## src/common/pscd_pkg.sv

```systemverilog
// constants and types for the serial potentiometer command decoder
package pscd_pkg;
	// ==========================================================
	// widths and sizes
	localparam int WIPER_W = 6;
	localparam int SLOTS = 4;
	localparam int SEL_W = 2;
	localparam logic [SEL_W-1:0] DEFAULT_SETTING_SLOT = 2'h0;

	// ==========================================================
	// timing
	localparam int CLK_PERIOD_NS = 50;
	localparam int NV_WRITE_TIME_NS = 5000000;
	localparam int NV_WRITE_CYC =
		(NV_WRITE_TIME_NS + CLK_PERIOD_NS - 1) / CLK_PERIOD_NS;
	// settle time is not given; plain default
	localparam int WIPER_SETTLE_DELAY_NS = 1000;
	localparam int WIPER_SETTLE_CYC =
		(WIPER_SETTLE_DELAY_NS + CLK_PERIOD_NS - 1) / CLK_PERIOD_NS;
	localparam int BUSY_W = 17;
	localparam int SETTLE_W = 8;

	// ==========================================================
	// reset values and wiper step limits
	localparam logic [WIPER_W-1:0] RST_WIPER = 6'h00;
	localparam logic [WIPER_W-1:0] RST_SETTING = 6'h00;
	localparam logic [WIPER_W-1:0] WIPER_TOP = 6'h3F;
	localparam logic [WIPER_W-1:0] WIPER_BOTTOM = 6'h00;

	// ==========================================================
	// address byte field positions
	localparam int ADDR_TYPE_LSB = 4;
	localparam int ADDR_STRAP_HIGH = 3;
	localparam int ADDR_STRAP_MID = 2;
	localparam int ADDR_STRAP_LOW = 0;
	localparam logic [3:0] BITS_PER_BYTE = 4'h8;

	// ==========================================================
	// instruction codes
	localparam logic [3:0] OP_RD_WIPER = 4'h9;
	localparam logic [3:0] OP_WR_WIPER = 4'hA;
	localparam logic [3:0] OP_RD_SETTING = 4'hB;
	localparam logic [3:0] OP_WR_SETTING = 4'hC;
	localparam logic [3:0] OP_SETTING_TO_WIPER = 4'hD;
	localparam logic [3:0] OP_WIPER_TO_SETTING = 4'hE;
	localparam logic [3:0] OP_STEP = 4'h2;

	// ==========================================================
	// types
	typedef struct packed {
		logic [3:0] opcode;
		logic [SEL_W-1:0] reg_select;
		logic [1:0] pad;
	} pscd_instr_t;

	typedef enum logic [2:0] {
		ST_IDLE,
		ST_ADDR,
		ST_INSTR,
		ST_DATA,
		ST_ACK,
		ST_READ,
		ST_STEP
	} pscd_state_t;
endpackage

```

## src/pscd_top.sv

```systemverilog
// two-wire slave command decoder for one digital potentiometer
`timescale 1ns/10ps
module pscd_top #(
	// arbitrary identifier value
	parameter logic [3:0] DEVICE_TYPE = 4'hA,
	parameter int NV_WRITE_CYCLES = pscd_pkg::NV_WRITE_CYC
) (
	// clock and reset
	input wire logic i_core_clk,
	input wire logic i_sys_rst,
	// two-wire bus
	input wire logic i_scl,
	input wire logic i_sda,
	output logic o_sda_out,
	output logic o_sda_oe_n,
	// straps and write guard
	input wire logic i_address_strap_low,
	input wire logic i_address_strap_mid,
	input wire logic i_address_strap_high,
	input wire logic i_write_guard_n,
	// status
	output logic [pscd_pkg::WIPER_W-1:0] o_wiper_position,
	output logic o_nv_busy
);
	import pscd_pkg::*;

	// ==========================================================
	// input synchronisers
	logic [1:0] scl_sync_q;
	logic [1:0] sda_sync_q;
	logic [1:0] grd_sync_q;
	logic [2:0] strap_sync_q [2];
	logic scl_prev_q;
	logic sda_prev_q;

	always_ff @(posedge i_core_clk) begin
		scl_sync_q <= {scl_sync_q[0], i_scl};
		sda_sync_q <= {sda_sync_q[0], i_sda};
		grd_sync_q <= {grd_sync_q[0], i_write_guard_n};
		strap_sync_q[0] <= {i_address_strap_high,
			i_address_strap_mid, i_address_strap_low};
		strap_sync_q[1] <= strap_sync_q[0];
		scl_prev_q <= scl_sync_q[1];
		sda_prev_q <= sda_sync_q[1];
	end

	logic scl_s;
	logic sda_s;
	logic scl_rise;
	logic scl_fall;
	logic bus_start;
	logic bus_stop;

	assign scl_s = scl_sync_q[1];
	assign sda_s = sda_sync_q[1];
	assign scl_rise = scl_s & ~scl_prev_q;
	assign scl_fall = ~scl_s & scl_prev_q;
	assign bus_start = scl_s & scl_prev_q & sda_prev_q & ~sda_s;
	assign bus_stop = scl_s & scl_prev_q & ~sda_prev_q & sda_s;

	// ==========================================================
	// decoder state
	pscd_state_t state_q, state_d;
	pscd_state_t after_q, after_d;
	logic [3:0] bit_cnt_q, bit_cnt_d;
	logic [7:0] shift_q, shift_d;
	pscd_instr_t instr_q, instr_d;
	logic drive_q, drive_d;
	logic [WIPER_W-1:0] wiper_q, wiper_d;
	logic [WIPER_W-1:0] setting_q [SLOTS];
	logic [WIPER_W-1:0] setting_d [SLOTS];
	logic nv_pend_q, nv_pend_d;
	logic [SEL_W-1:0] nv_sel_q, nv_sel_d;
	logic [WIPER_W-1:0] nv_val_q, nv_val_d;
	logic [BUSY_W-1:0] busy_q, busy_d;
	logic [SETTLE_W-1:0] settle_q, settle_d;
	logic [WIPER_W-1:0] out_wiper_q, out_wiper_d;

	logic busy;
	logic addr_ok;
	logic instr_ok;
	pscd_instr_t rx_instr;

	assign busy = (busy_q != '0);
	assign rx_instr = pscd_instr_t'(shift_q);

	always_comb begin
		addr_ok = 1'b0;
		if (shift_q[7:ADDR_TYPE_LSB] == DEVICE_TYPE) begin
			addr_ok = (shift_q[ADDR_STRAP_HIGH] == strap_sync_q[1][2])
				&& (shift_q[ADDR_STRAP_MID] == strap_sync_q[1][1])
				&& (shift_q[ADDR_STRAP_LOW] == strap_sync_q[1][0]);
		end
	end

	always_comb begin
		instr_ok = 1'b0;
		if (rx_instr.pad == 2'h0) begin
			case (rx_instr.opcode)
				OP_RD_WIPER, OP_WR_WIPER, OP_STEP:
					instr_ok = (rx_instr.reg_select == '0);
				OP_RD_SETTING, OP_WR_SETTING, OP_SETTING_TO_WIPER,
				OP_WIPER_TO_SETTING:
					instr_ok = 1'b1;
				default:
					instr_ok = 1'b0;
			endcase
		end
	end

	// ==========================================================
	// next-state logic
	always_comb begin
		state_d = state_q;
		after_d = after_q;
		bit_cnt_d = bit_cnt_q;
		shift_d = shift_q;
		instr_d = instr_q;
		drive_d = drive_q;
		wiper_d = wiper_q;
		setting_d = setting_q;
		nv_pend_d = nv_pend_q;
		nv_sel_d = nv_sel_q;
		nv_val_d = nv_val_q;
		busy_d = busy ? busy_q - 1'b1 : busy_q;
		settle_d = (settle_q != '0) ? settle_q - 1'b1 : settle_q;
		out_wiper_d = (settle_q == '0) ? wiper_q : out_wiper_q;

		if (bus_stop) begin
			state_d = ST_IDLE;
			drive_d = 1'b0;
			if (nv_pend_q) begin
				nv_pend_d = 1'b0;
				if (grd_sync_q[1]) begin
					setting_d[nv_sel_q] = nv_val_q;
					busy_d = BUSY_W'(NV_WRITE_CYCLES);
				end
			end
		end else if (bus_start) begin
			state_d = ST_ADDR;
			bit_cnt_d = '0;
			drive_d = 1'b0;
			nv_pend_d = 1'b0;
		end else begin
			case (state_q)
				ST_ADDR, ST_INSTR, ST_DATA: begin
					if (scl_rise && bit_cnt_q != BITS_PER_BYTE) begin
						shift_d = {shift_q[6:0], sda_s};
						bit_cnt_d = bit_cnt_q + 1'b1;
					end else if (scl_fall && bit_cnt_q == BITS_PER_BYTE) begin
						bit_cnt_d = '0;
						state_d = ST_IDLE;
						if (state_q == ST_ADDR) begin
							if (addr_ok && !busy) begin
								drive_d = 1'b1;
								state_d = ST_ACK;
								after_d = ST_INSTR;
							end
						end else if (state_q == ST_INSTR) begin
							if (instr_ok) begin
								drive_d = 1'b1;
								state_d = ST_ACK;
								instr_d = rx_instr;
								after_d = ST_IDLE;
								case (rx_instr.opcode)
									OP_RD_WIPER: begin
										after_d = ST_READ;
										shift_d = {2'h0, wiper_q};
									end
									OP_RD_SETTING: begin
										after_d = ST_READ;
										shift_d = {2'h0,
											setting_q[rx_instr.reg_select]};
									end
									OP_WR_WIPER, OP_WR_SETTING:
										after_d = ST_DATA;
									OP_SETTING_TO_WIPER: begin
										wiper_d =
											setting_q[rx_instr.reg_select];
										settle_d =
											SETTLE_W'(WIPER_SETTLE_CYC);
									end
									OP_WIPER_TO_SETTING: begin
										nv_pend_d = 1'b1;
										nv_sel_d = rx_instr.reg_select;
										nv_val_d = wiper_q;
									end
									OP_STEP:
										after_d = ST_STEP;
									default:
										after_d = ST_IDLE;
								endcase
							end
						end else begin
							drive_d = 1'b1;
							state_d = ST_ACK;
							after_d = ST_IDLE;
							if (instr_q.opcode == OP_WR_WIPER) begin
								wiper_d = shift_q[WIPER_W-1:0];
								settle_d = '0;
							end else begin
								nv_pend_d = 1'b1;
								nv_sel_d = instr_q.reg_select;
								nv_val_d = shift_q[WIPER_W-1:0];
							end
						end
					end
				end
				ST_ACK: begin
					if (scl_fall) begin
						state_d = after_q;
						drive_d = (after_q == ST_READ) ? ~shift_q[7] : 1'b0;
					end
				end
				ST_READ: begin
					if (scl_rise) begin
						bit_cnt_d = bit_cnt_q + 1'b1;
					end else if (scl_fall) begin
						if (bit_cnt_q == BITS_PER_BYTE) begin
							drive_d = 1'b0;
							state_d = ST_IDLE;
						end else begin
							shift_d = {shift_q[6:0], 1'b0};
							drive_d = ~shift_q[6];
						end
					end
				end
				ST_STEP: begin
					if (scl_rise) begin
						if (sda_s && wiper_q != WIPER_TOP) begin
							wiper_d = wiper_q + 1'b1;
						end else if (!sda_s && wiper_q != WIPER_BOTTOM) begin
							wiper_d = wiper_q - 1'b1;
						end
						settle_d = '0;
					end
				end
				default: begin
					state_d = ST_IDLE;
				end
			endcase
		end
	end

	// ==========================================================
	// state registers
	always_ff @(posedge i_core_clk) begin
		if (i_sys_rst) begin
			state_q <= ST_IDLE;
			after_q <= ST_IDLE;
			bit_cnt_q <= '0;
			shift_q <= '0;
			instr_q <= '0;
			drive_q <= 1'b0;
			wiper_q <= RST_WIPER;
			for (int i = 0; i < SLOTS; i++) begin
				setting_q[i] <= RST_SETTING;
			end
			nv_pend_q <= 1'b0;
			nv_sel_q <= DEFAULT_SETTING_SLOT;
			nv_val_q <= RST_SETTING;
			busy_q <= '0;
			settle_q <= '0;
			out_wiper_q <= RST_WIPER;
			o_sda_out <= 1'b0;
			o_sda_oe_n <= 1'b1;
			o_wiper_position <= RST_WIPER;
			o_nv_busy <= 1'b0;
		end else begin
			state_q <= state_d;
			after_q <= after_d;
			bit_cnt_q <= bit_cnt_d;
			shift_q <= shift_d;
			instr_q <= instr_d;
			drive_q <= drive_d;
			wiper_q <= wiper_d;
			setting_q <= setting_d;
			nv_pend_q <= nv_pend_d;
			nv_sel_q <= nv_sel_d;
			nv_val_q <= nv_val_d;
			busy_q <= busy_d;
			settle_q <= settle_d;
			out_wiper_q <= out_wiper_d;
			o_sda_out <= 1'b0;
			o_sda_oe_n <= ~drive_d;
			o_wiper_position <= out_wiper_d;
			o_nv_busy <= (busy_d != '0);
		end
	end
endmodule

```

## config.mk

```make
export PLATFORM = sky130hd
export DESIGN_NAME = pscd_top
export DESIGN_NICKNAME = d
export VERILOG_FILES = /design/src/common/pscd_pkg.sv /design/src/pscd_top.sv
export SDC_FILE = /design/constraint.sdc
export NUM_CORES = 1
export LEC_CHECK = 0
export BUFFER_PORTS_ARGS = -buffer_cell sky130_fd_sc_hd__buf_4
export CORE_ASPECT_RATIO = 0.9
export CORE_MARGIN = 3
export CORE_UTILIZATION = 45
export DETAILED_ROUTE_END_ITERATION = 8
export PLACE_DENSITY_LB_ADDON = 0.12
export SYNTH_ARGS = -nofsm -noshare
export SYNTH_HDL_FRONTEND = slang
export SYNTH_SLANG_ARGS = --single-unit
```

## constraint.sdc

```tcl
create_clock -name i_core_clk -period 2.35 [get_ports i_core_clk]
set_input_delay 0.235 -clock i_core_clk [delete_from_list [all_inputs] [get_ports i_core_clk]]
set_output_delay 0.235 -clock i_core_clk [all_outputs]
set_load 0.02 [all_outputs]
```

# After elaboration in Yosys (flattened, before gate mapping)
# Memory sizes are Yosys's and may differ from the RTL's.
# Cells that the tools add are included.
[word_totals]
regBits = 105
ram_bits = 6
inputBits = 8
elab_cells = 240
mem_count = 1
[mem_list]
columns = ["name", "depth", "width", "rd", "rd_clocked_by_memory_dff", "write_ports", "line", "text"]
rows = [
  ["strap_sync_q", 2, 3, 2, 0, 2, "pscd_top.sv:32", "logic [2:0] strap_sync_q [2];"],
]
[classes]
addsub = 5
magnitude_cmp = 3
eq_ne = 53
mux = 94
bitwise_logic = 21
n_reduce_logical = 37
[ops]
columns = ["operator", "n"]
rows = [
  ["$mux W8", 19],
  ["$mux W6", 17],
  ["$mux W17", 4],
  ["$pmux W8 S2", 3],
  ["$ne A3 B3 Y1 const B", 15],
  ["$mux W3", 14],
  ["$reduce_bool A17 Y1", 2],
  ["$eq A4 B4 Y1 const B", 8],
  ["$reduce_and A7 Y1", 4],
  ["$bwmux W24", 1],
  ["$ne A2 B2 Y1 const B", 12],
  ["$reduce_and A11 Y1", 2],
  ["$mux W1", 20],
  ["$sub A17 B1 Y17 const B", 1],
  ["$mux W4", 4],
  ["$bmux W6 S2", 1],
  ["$demux W6 S2", 1],
  ["$eq A3 B3 Y1 const B", 4],
  ["$not A1 Y1", 12],
  ["$pmux W3 S4", 1],
  ["$pmux W6 S2", 1],
  ["$pmux W3 S3", 1],
  ["$reduce_and A9 Y1", 1],
  ["$reduce_or A3 Y1", 3],
  ["34 further kinds", 62],
]

# Depth between registers and ports, before layout
# An unclocked memory read counts as a cell.
[logic_depth]
word_depth = 14
mapped_depth = 10

# Worst setup path after synthesis
# OpenSTA, ideal clock, no wires.
[synth_timing]
path_kind = "flip-flop to flip-flop"
from = "register wiper_q[0]"
to = "register wiper_q[5]"
setup_time_ps = 95
arrival_ps = 2467
t_required_ps = 2255
path_slack_ps = -213
stages_incl_launch_ff = 11
cell_sequence = "dfxtp_1 > clkbuf_1 > nand4_1 > o21ai_0 > ha_1 > a21o_1 > a21oi_1 > o21ai_0 > xnor2_1 > a21o_1 > a221oi_1"
[synth_via]
elab_chain_len = 5
word_cells_on_any_way = 12
cone_classes = "2 x add/sub; 2 x eq/ne; 4 x mux; 4 x reduce/logical"
[synth_rtl]
columns = ["element", "line", "text"]
rows = [
  ["start: declaration", "pscd_top.sv:69", "logic [WIPER_W-1:0] wiper_q, wiper_d;"],
  ["start signal: assignment", "pscd_top.sv:276", "wiper_q <= wiper_d;"],
  ["$sub A6 B1 Y6 or $ne A6 B6 Y1 (tied branches)", "pscd_top.sv:233, pscd_top.sv:230", ""],
  ["$mux W6 or $logic_and A1 B1 Y1 (tied branches)", "pscd_top.sv:232, pscd_top.sv:230", ""],
  ["$mux W6", "pscd_top.sv:230", "if (sda_s && wiper_q != WIPER_TOP) begin"],
  ["$mux W6", "pscd_top.sv:229", "if (scl_rise) begin"],
  ["$pmux W6 S2", "pscd_top.sv:145", "case (state_q)"],
]
# Parallel ways exist; a longest one is shown, timed or not. The select of a mux whose other input is x is not followed.
# A chain may end at the register's enable or synchronous reset.

# Final worst setup path
[layout_timing]
from = "register shift_q[5] (netlist: rx_instr[5])"
to = "register after_q[1]"
[layout_via]
elab_chain_len = 6
word_cells_on_any_way = 22
cone_classes = "9 x eq/ne; 7 x mux; 6 x reduce/logical"
[layout_rtl]
columns = ["element", "line", "text"]
rows = [
  ["start: declaration", "pscd_top.sv:66", "logic [7:0] shift_q, shift_d;"],
  ["start signal: assignment", "pscd_top.sv:273", "shift_q <= shift_d;"],
  ["$eq A4 B4 Y1, or another cell as far along", "pscd_top.sv:99", "case (rx_instr.opcode)"],
  ["$reduce_or A4 Y1, or another cell as far along", "pscd_top.sv:99", ""],
  ["$pmux W1 S2 or $pmux W3 S3 (tied branches)", "pscd_top.sv:99, pscd_top.sv:165", ""],
  ["$mux W1 or $mux W3 (tied branches)", "pscd_top.sv:98, pscd_top.sv:160", ""],
  ["$ne A3 B3 Y1 (no source line) or $mux W3 (tied branches)", "n/a", ""],
  ["$reduce_and A7 Y1 (no source line) or $mux W3 (tied branches)", "n/a", ""],
  ["end signal: assignment", "pscd_top.sv:271", "after_q <= after_d;"],
  ["end: declaration", "pscd_top.sv:64", "pscd_state_t after_q, after_d;"],
]
# Parallel ways exist; a longest one is shown, timed or not. The select of a mux whose other input is x is not followed.

==> flow_metrics.py <==
metrics = {
    "outcome": {
        "status": "finished, final reports clean",
    },
    "hold_path": {
        "hp-class": "in -> reg",
        "min_to": "bit_cnt_q[0]",
        "hold_depth": 2,
        "worstHoldStart": "i_sys_rst",
    },
    "sta": {
        "period_needed_ns": 2.239,
        "finalSetupTns_ns": 0,
        "skew_ns": 0.008099,
        "tightest_slew_ns": 0.5331,
        "slew_headroom_pct": 64.09,
        "period_share_pct": 95.26,
        "layout_setup_ws_ns": 0.1113,
        "max_freq_ghz": 0.4467,
        "fin_hold_ws_ns": 0.2926,
        "hold_violations": 0,
        "setup_viol": 0,
        "drv_slew": 0,
    },
    "pwr": {
        "p_leak_uw": 0.002576,
        "total_power_uw": 5446,
        "powerDensity_nw_per_um2": 819.2,
        "peakVddDrop_mv": 0.4474,
    },
    "critical_path": {
        "r2r-start": "rx_instr[5]",
        "setup.worst_path.end_class": "flip-flop",
        "path_class": "reg -> reg",
        "start_kind": "flip-flop",
        "cp_data_required_time_ns": 2.60,
        "ff2ff_setup_slack_ns": 0.11,
        "path_cells": "buf_4 > a21boi_0 > o21ai_0 > a21oi_1 > a22oi_1 > or3_4 > mux2_4",
        "critPathArrivalTime_ns": 2.49,
        "r2r_end": "after_q[1]",
        "max_stage_delay_ns": 0.48,
        "crit_fanout": 10,
        "worstRegToRegCells": 7,
        "slowest_stage": "dfxtp_1",
    },
    "cells_and_area": {
        "antennaDiodeCount": 0,
        "design_area_sq_um": 6648,
        "layout-drive-gt1-share_pct": 17.24,
        "synthToLayoutAreaGrowth_pct": 18.38,
        "nets": 716,
    },
    "global_routing": {
        "first_global_vias": 4639,
        "grt_pass1_wl_um": 23260,
        "grtUsageMet2_pct": 31.60,
        "top_usage_layer": "met2",
        "grt_usage_pct": 20.97,
        "met3_usage_pct": 4.672,
        "antenna_found_initial": 0,
        "grt.met1_usage_pct": 30.07,
        "grt_max_degree": 43,
        "grt-ovfl-total": 0,
    },
    "die": {
        "die_w_um": 123.8,
        "core_area_sq_um": 12120,
        "num_rows": 38,
        "io_pins": 17,
        "die_area_sq_um": 13860,
        "die_y_um": 112.0,
        "start_util_pct": 46.32,
    },
    "place": {
        "finalWeightedCongestion": 0.8372,
        "port-buffer-count": 15,
        "hpwl_um": 9843,
        "dpl_cell_area_sq_um": 6196,
        "pre_cts_slack_ns": 0.05852,
    },
    "clock_network": {
        "cts_tree": "yes",
        "clock-sinks": 111,
        "cts_buffers": 9,
        "clock_latency_ns": 0.36,
        "clk_pin_slew_ns": 0.07,
        "clk_path_buf_depth": 2,
        "cts_max_level": 3,
        "root_buffer": "clkbuf_16",
    },
    "yosys": {
        "synthTopCellsByCount": "111 x dfxtp_1, 93 x nor2_1, 74 x nand2_1, 48 x mux2i_1, 36 x a21oi_1",
        "synthFlopType": "dfxtp_1",
        "synthArstFlopShare_pct": 0,
        "postSynthAreaPerCell_sq_um": 8.720,
        "syn_inst": 644,
        "synth_top_cells_by_area": "dfxtp_1 40%, mux2i_1 8.6%, nor2_1 6.2%",
        "synth_enable_flop_cells": 0,
        "synthDominantCellAreaShare_pct": 39.57,
        "synth_area_sq_um": 5615,
        "ys_seq_area_share_pct": 39.57,
        "synth_top_area_cell": "dfxtp_1",
        "yosys_warnings": 0,
        "ys_types": 72,
        "yosys_register_bits": 111,
        "synth_most_common_cell": "dfxtp_1",
        "syn_nets": 663,
    },
    "detailed_routing": {
        "drc": 0,
        "drt-wirelength-per-cell_um": 16.11,
        "drtPass1Iterations": 4,
        "antenna_left": 0,
        "via_count": 4747,
        "drtIter0Drc": 473,
        "vias_per_cell": 5.507,
        "wirelength_um": 13890,
    },
    "flow_run": {
        "max-cap-violations": 0,
    },
}
==> layer usage <==
metal	part of all wire (%)	routed length (um)	vias up
met5	0	0	-
met4	1.6	216	0
met3	3.8	521	16
met2	46	6333	81
met1	49	6819	2271
li1	-	-	2379
==> layout by cell type, fill, tap and decap left out, types with 4 or more instances in the layout <==
master	instances
nand4_1	5
nor2_1	93
ha_1	8
nand4b_1	8
o31ai_1	4
mux2i_1	48
nand2b_1	9
nand3b_1	4
dlygate4sd3_1	6
o21ai_0	27
nor2b_1	6
a311oi_1	8
nand3_1	10
a31oi_1	7
or2_2	5
inv_1	13
xnor2_1	20
a211oi_1	4
a211o_1	6
nor4_1	6
a21oi_1	34
nor3_1	13
xor2_1	6
or3_1	4
dfxtp_1	109
buf_4	72
mux4_2	6
and3b_1	6
and2_1	4
nand2_1	74
clkbuf_16	9
==> repair_timing <==
item                                    4_1_cts  5_1_grt
resized for setup                             0       13
setup buffers                                 0        5
hold endpoints to repair                      6        0
hold buffers                                  6        0
endpoints found under the setup margin        0       10
==> worst max path at each step <==
| stage | from | endpoint | slack (ns) |
|---|---|---|---|
| after global placement | busy_q[1] | after_q[1] | 0.19 |
| after global routing | rx_instr[5] | after_q[1] | -0.04 |
| after CTS | busy_q[1] | after_q[1] | 0.03 |
| after floorplan | wiper_q[0] | wiper_q[5] | 0.05 |
| after detailed placement | busy_q[1] | after_q[1] | 0.06 |
| final | rx_instr[5] | after_q[1] | 0.11 |
==> through the flow <==
step / std cells / utilization (%)
finish: 862 / 54.83
global route: 862 / 54.83
floorplan: 644 / -
detailed placement: 835 / 51.10
CTS: 857 / 53.94
global placement: 835 / 51.10
==> layout make-up <==
| class | instances | area, sq um |
|---|---|---|
| fillers | 1103 | 5477 |
| multi-input cells | 481 | 3238 |
| flip-flops and latches | 111 | 2225 |
| repair buffers | 81 | 651.9 |
| clock buffers | 11 | 242.7 |
| well taps | 160 | 200.2 |
| inverters | 13 | 48.80 |
| clock inverters | 5 | 41.29 |
==> sequential cells by signal (all words and copies together), names as in the netlist, 2 cells and up <==
signal	count
setting_q	24
busy_q	17
rx_instr	8
settle_q	8
instr_q	6
nv_val_q	6
out_wiper_q	6
strap_sync_q	6
wiper_q	6
bit_cnt_q	4
after_q	3
state_q	3
grd_sync_q	2
nv_sel_q	2
scl_sync_q	2
sda_sync_q	2
==> logic make-up after synthesis <==
kind of cell	count (synthesis)	synth area share [%]
other	1	0.06678
AO/OA/AOI/OAI	121	14.46
AND/OR/NAND/NOR	267	24.06
multiplexers	55	11.23
flip-flops	111	39.57
XOR/XNOR	26	4.055
adder cells (fa/ha/maj)	11	2.585
buffers and inverters	52	3.966
==> power breakdown <==
part | switching, uW | total [uW] | internal (uW)
sequential | 192 | 2220 | 2030
clock | 728 | 1490 | 761
combinational | 903 | 1740 | 835
total | 1820 | 5450 | 3620
==> worst max-delay path, delay by kind of cell (launching register included) <==
| kind | cells | cell delay (ns) |
|---|---|---|
| buffers and inverters | 1 | 0.19 |
| flip-flops | 1 | 0.48 |
| AO/OA/AOI/OAI | 4 | 0.94 |
| multiplexers | 1 | 0.30 |
| AND/OR/NAND/NOR | 1 | 0.20 |
No activity file was read; power rests on OpenSTA's default activity.
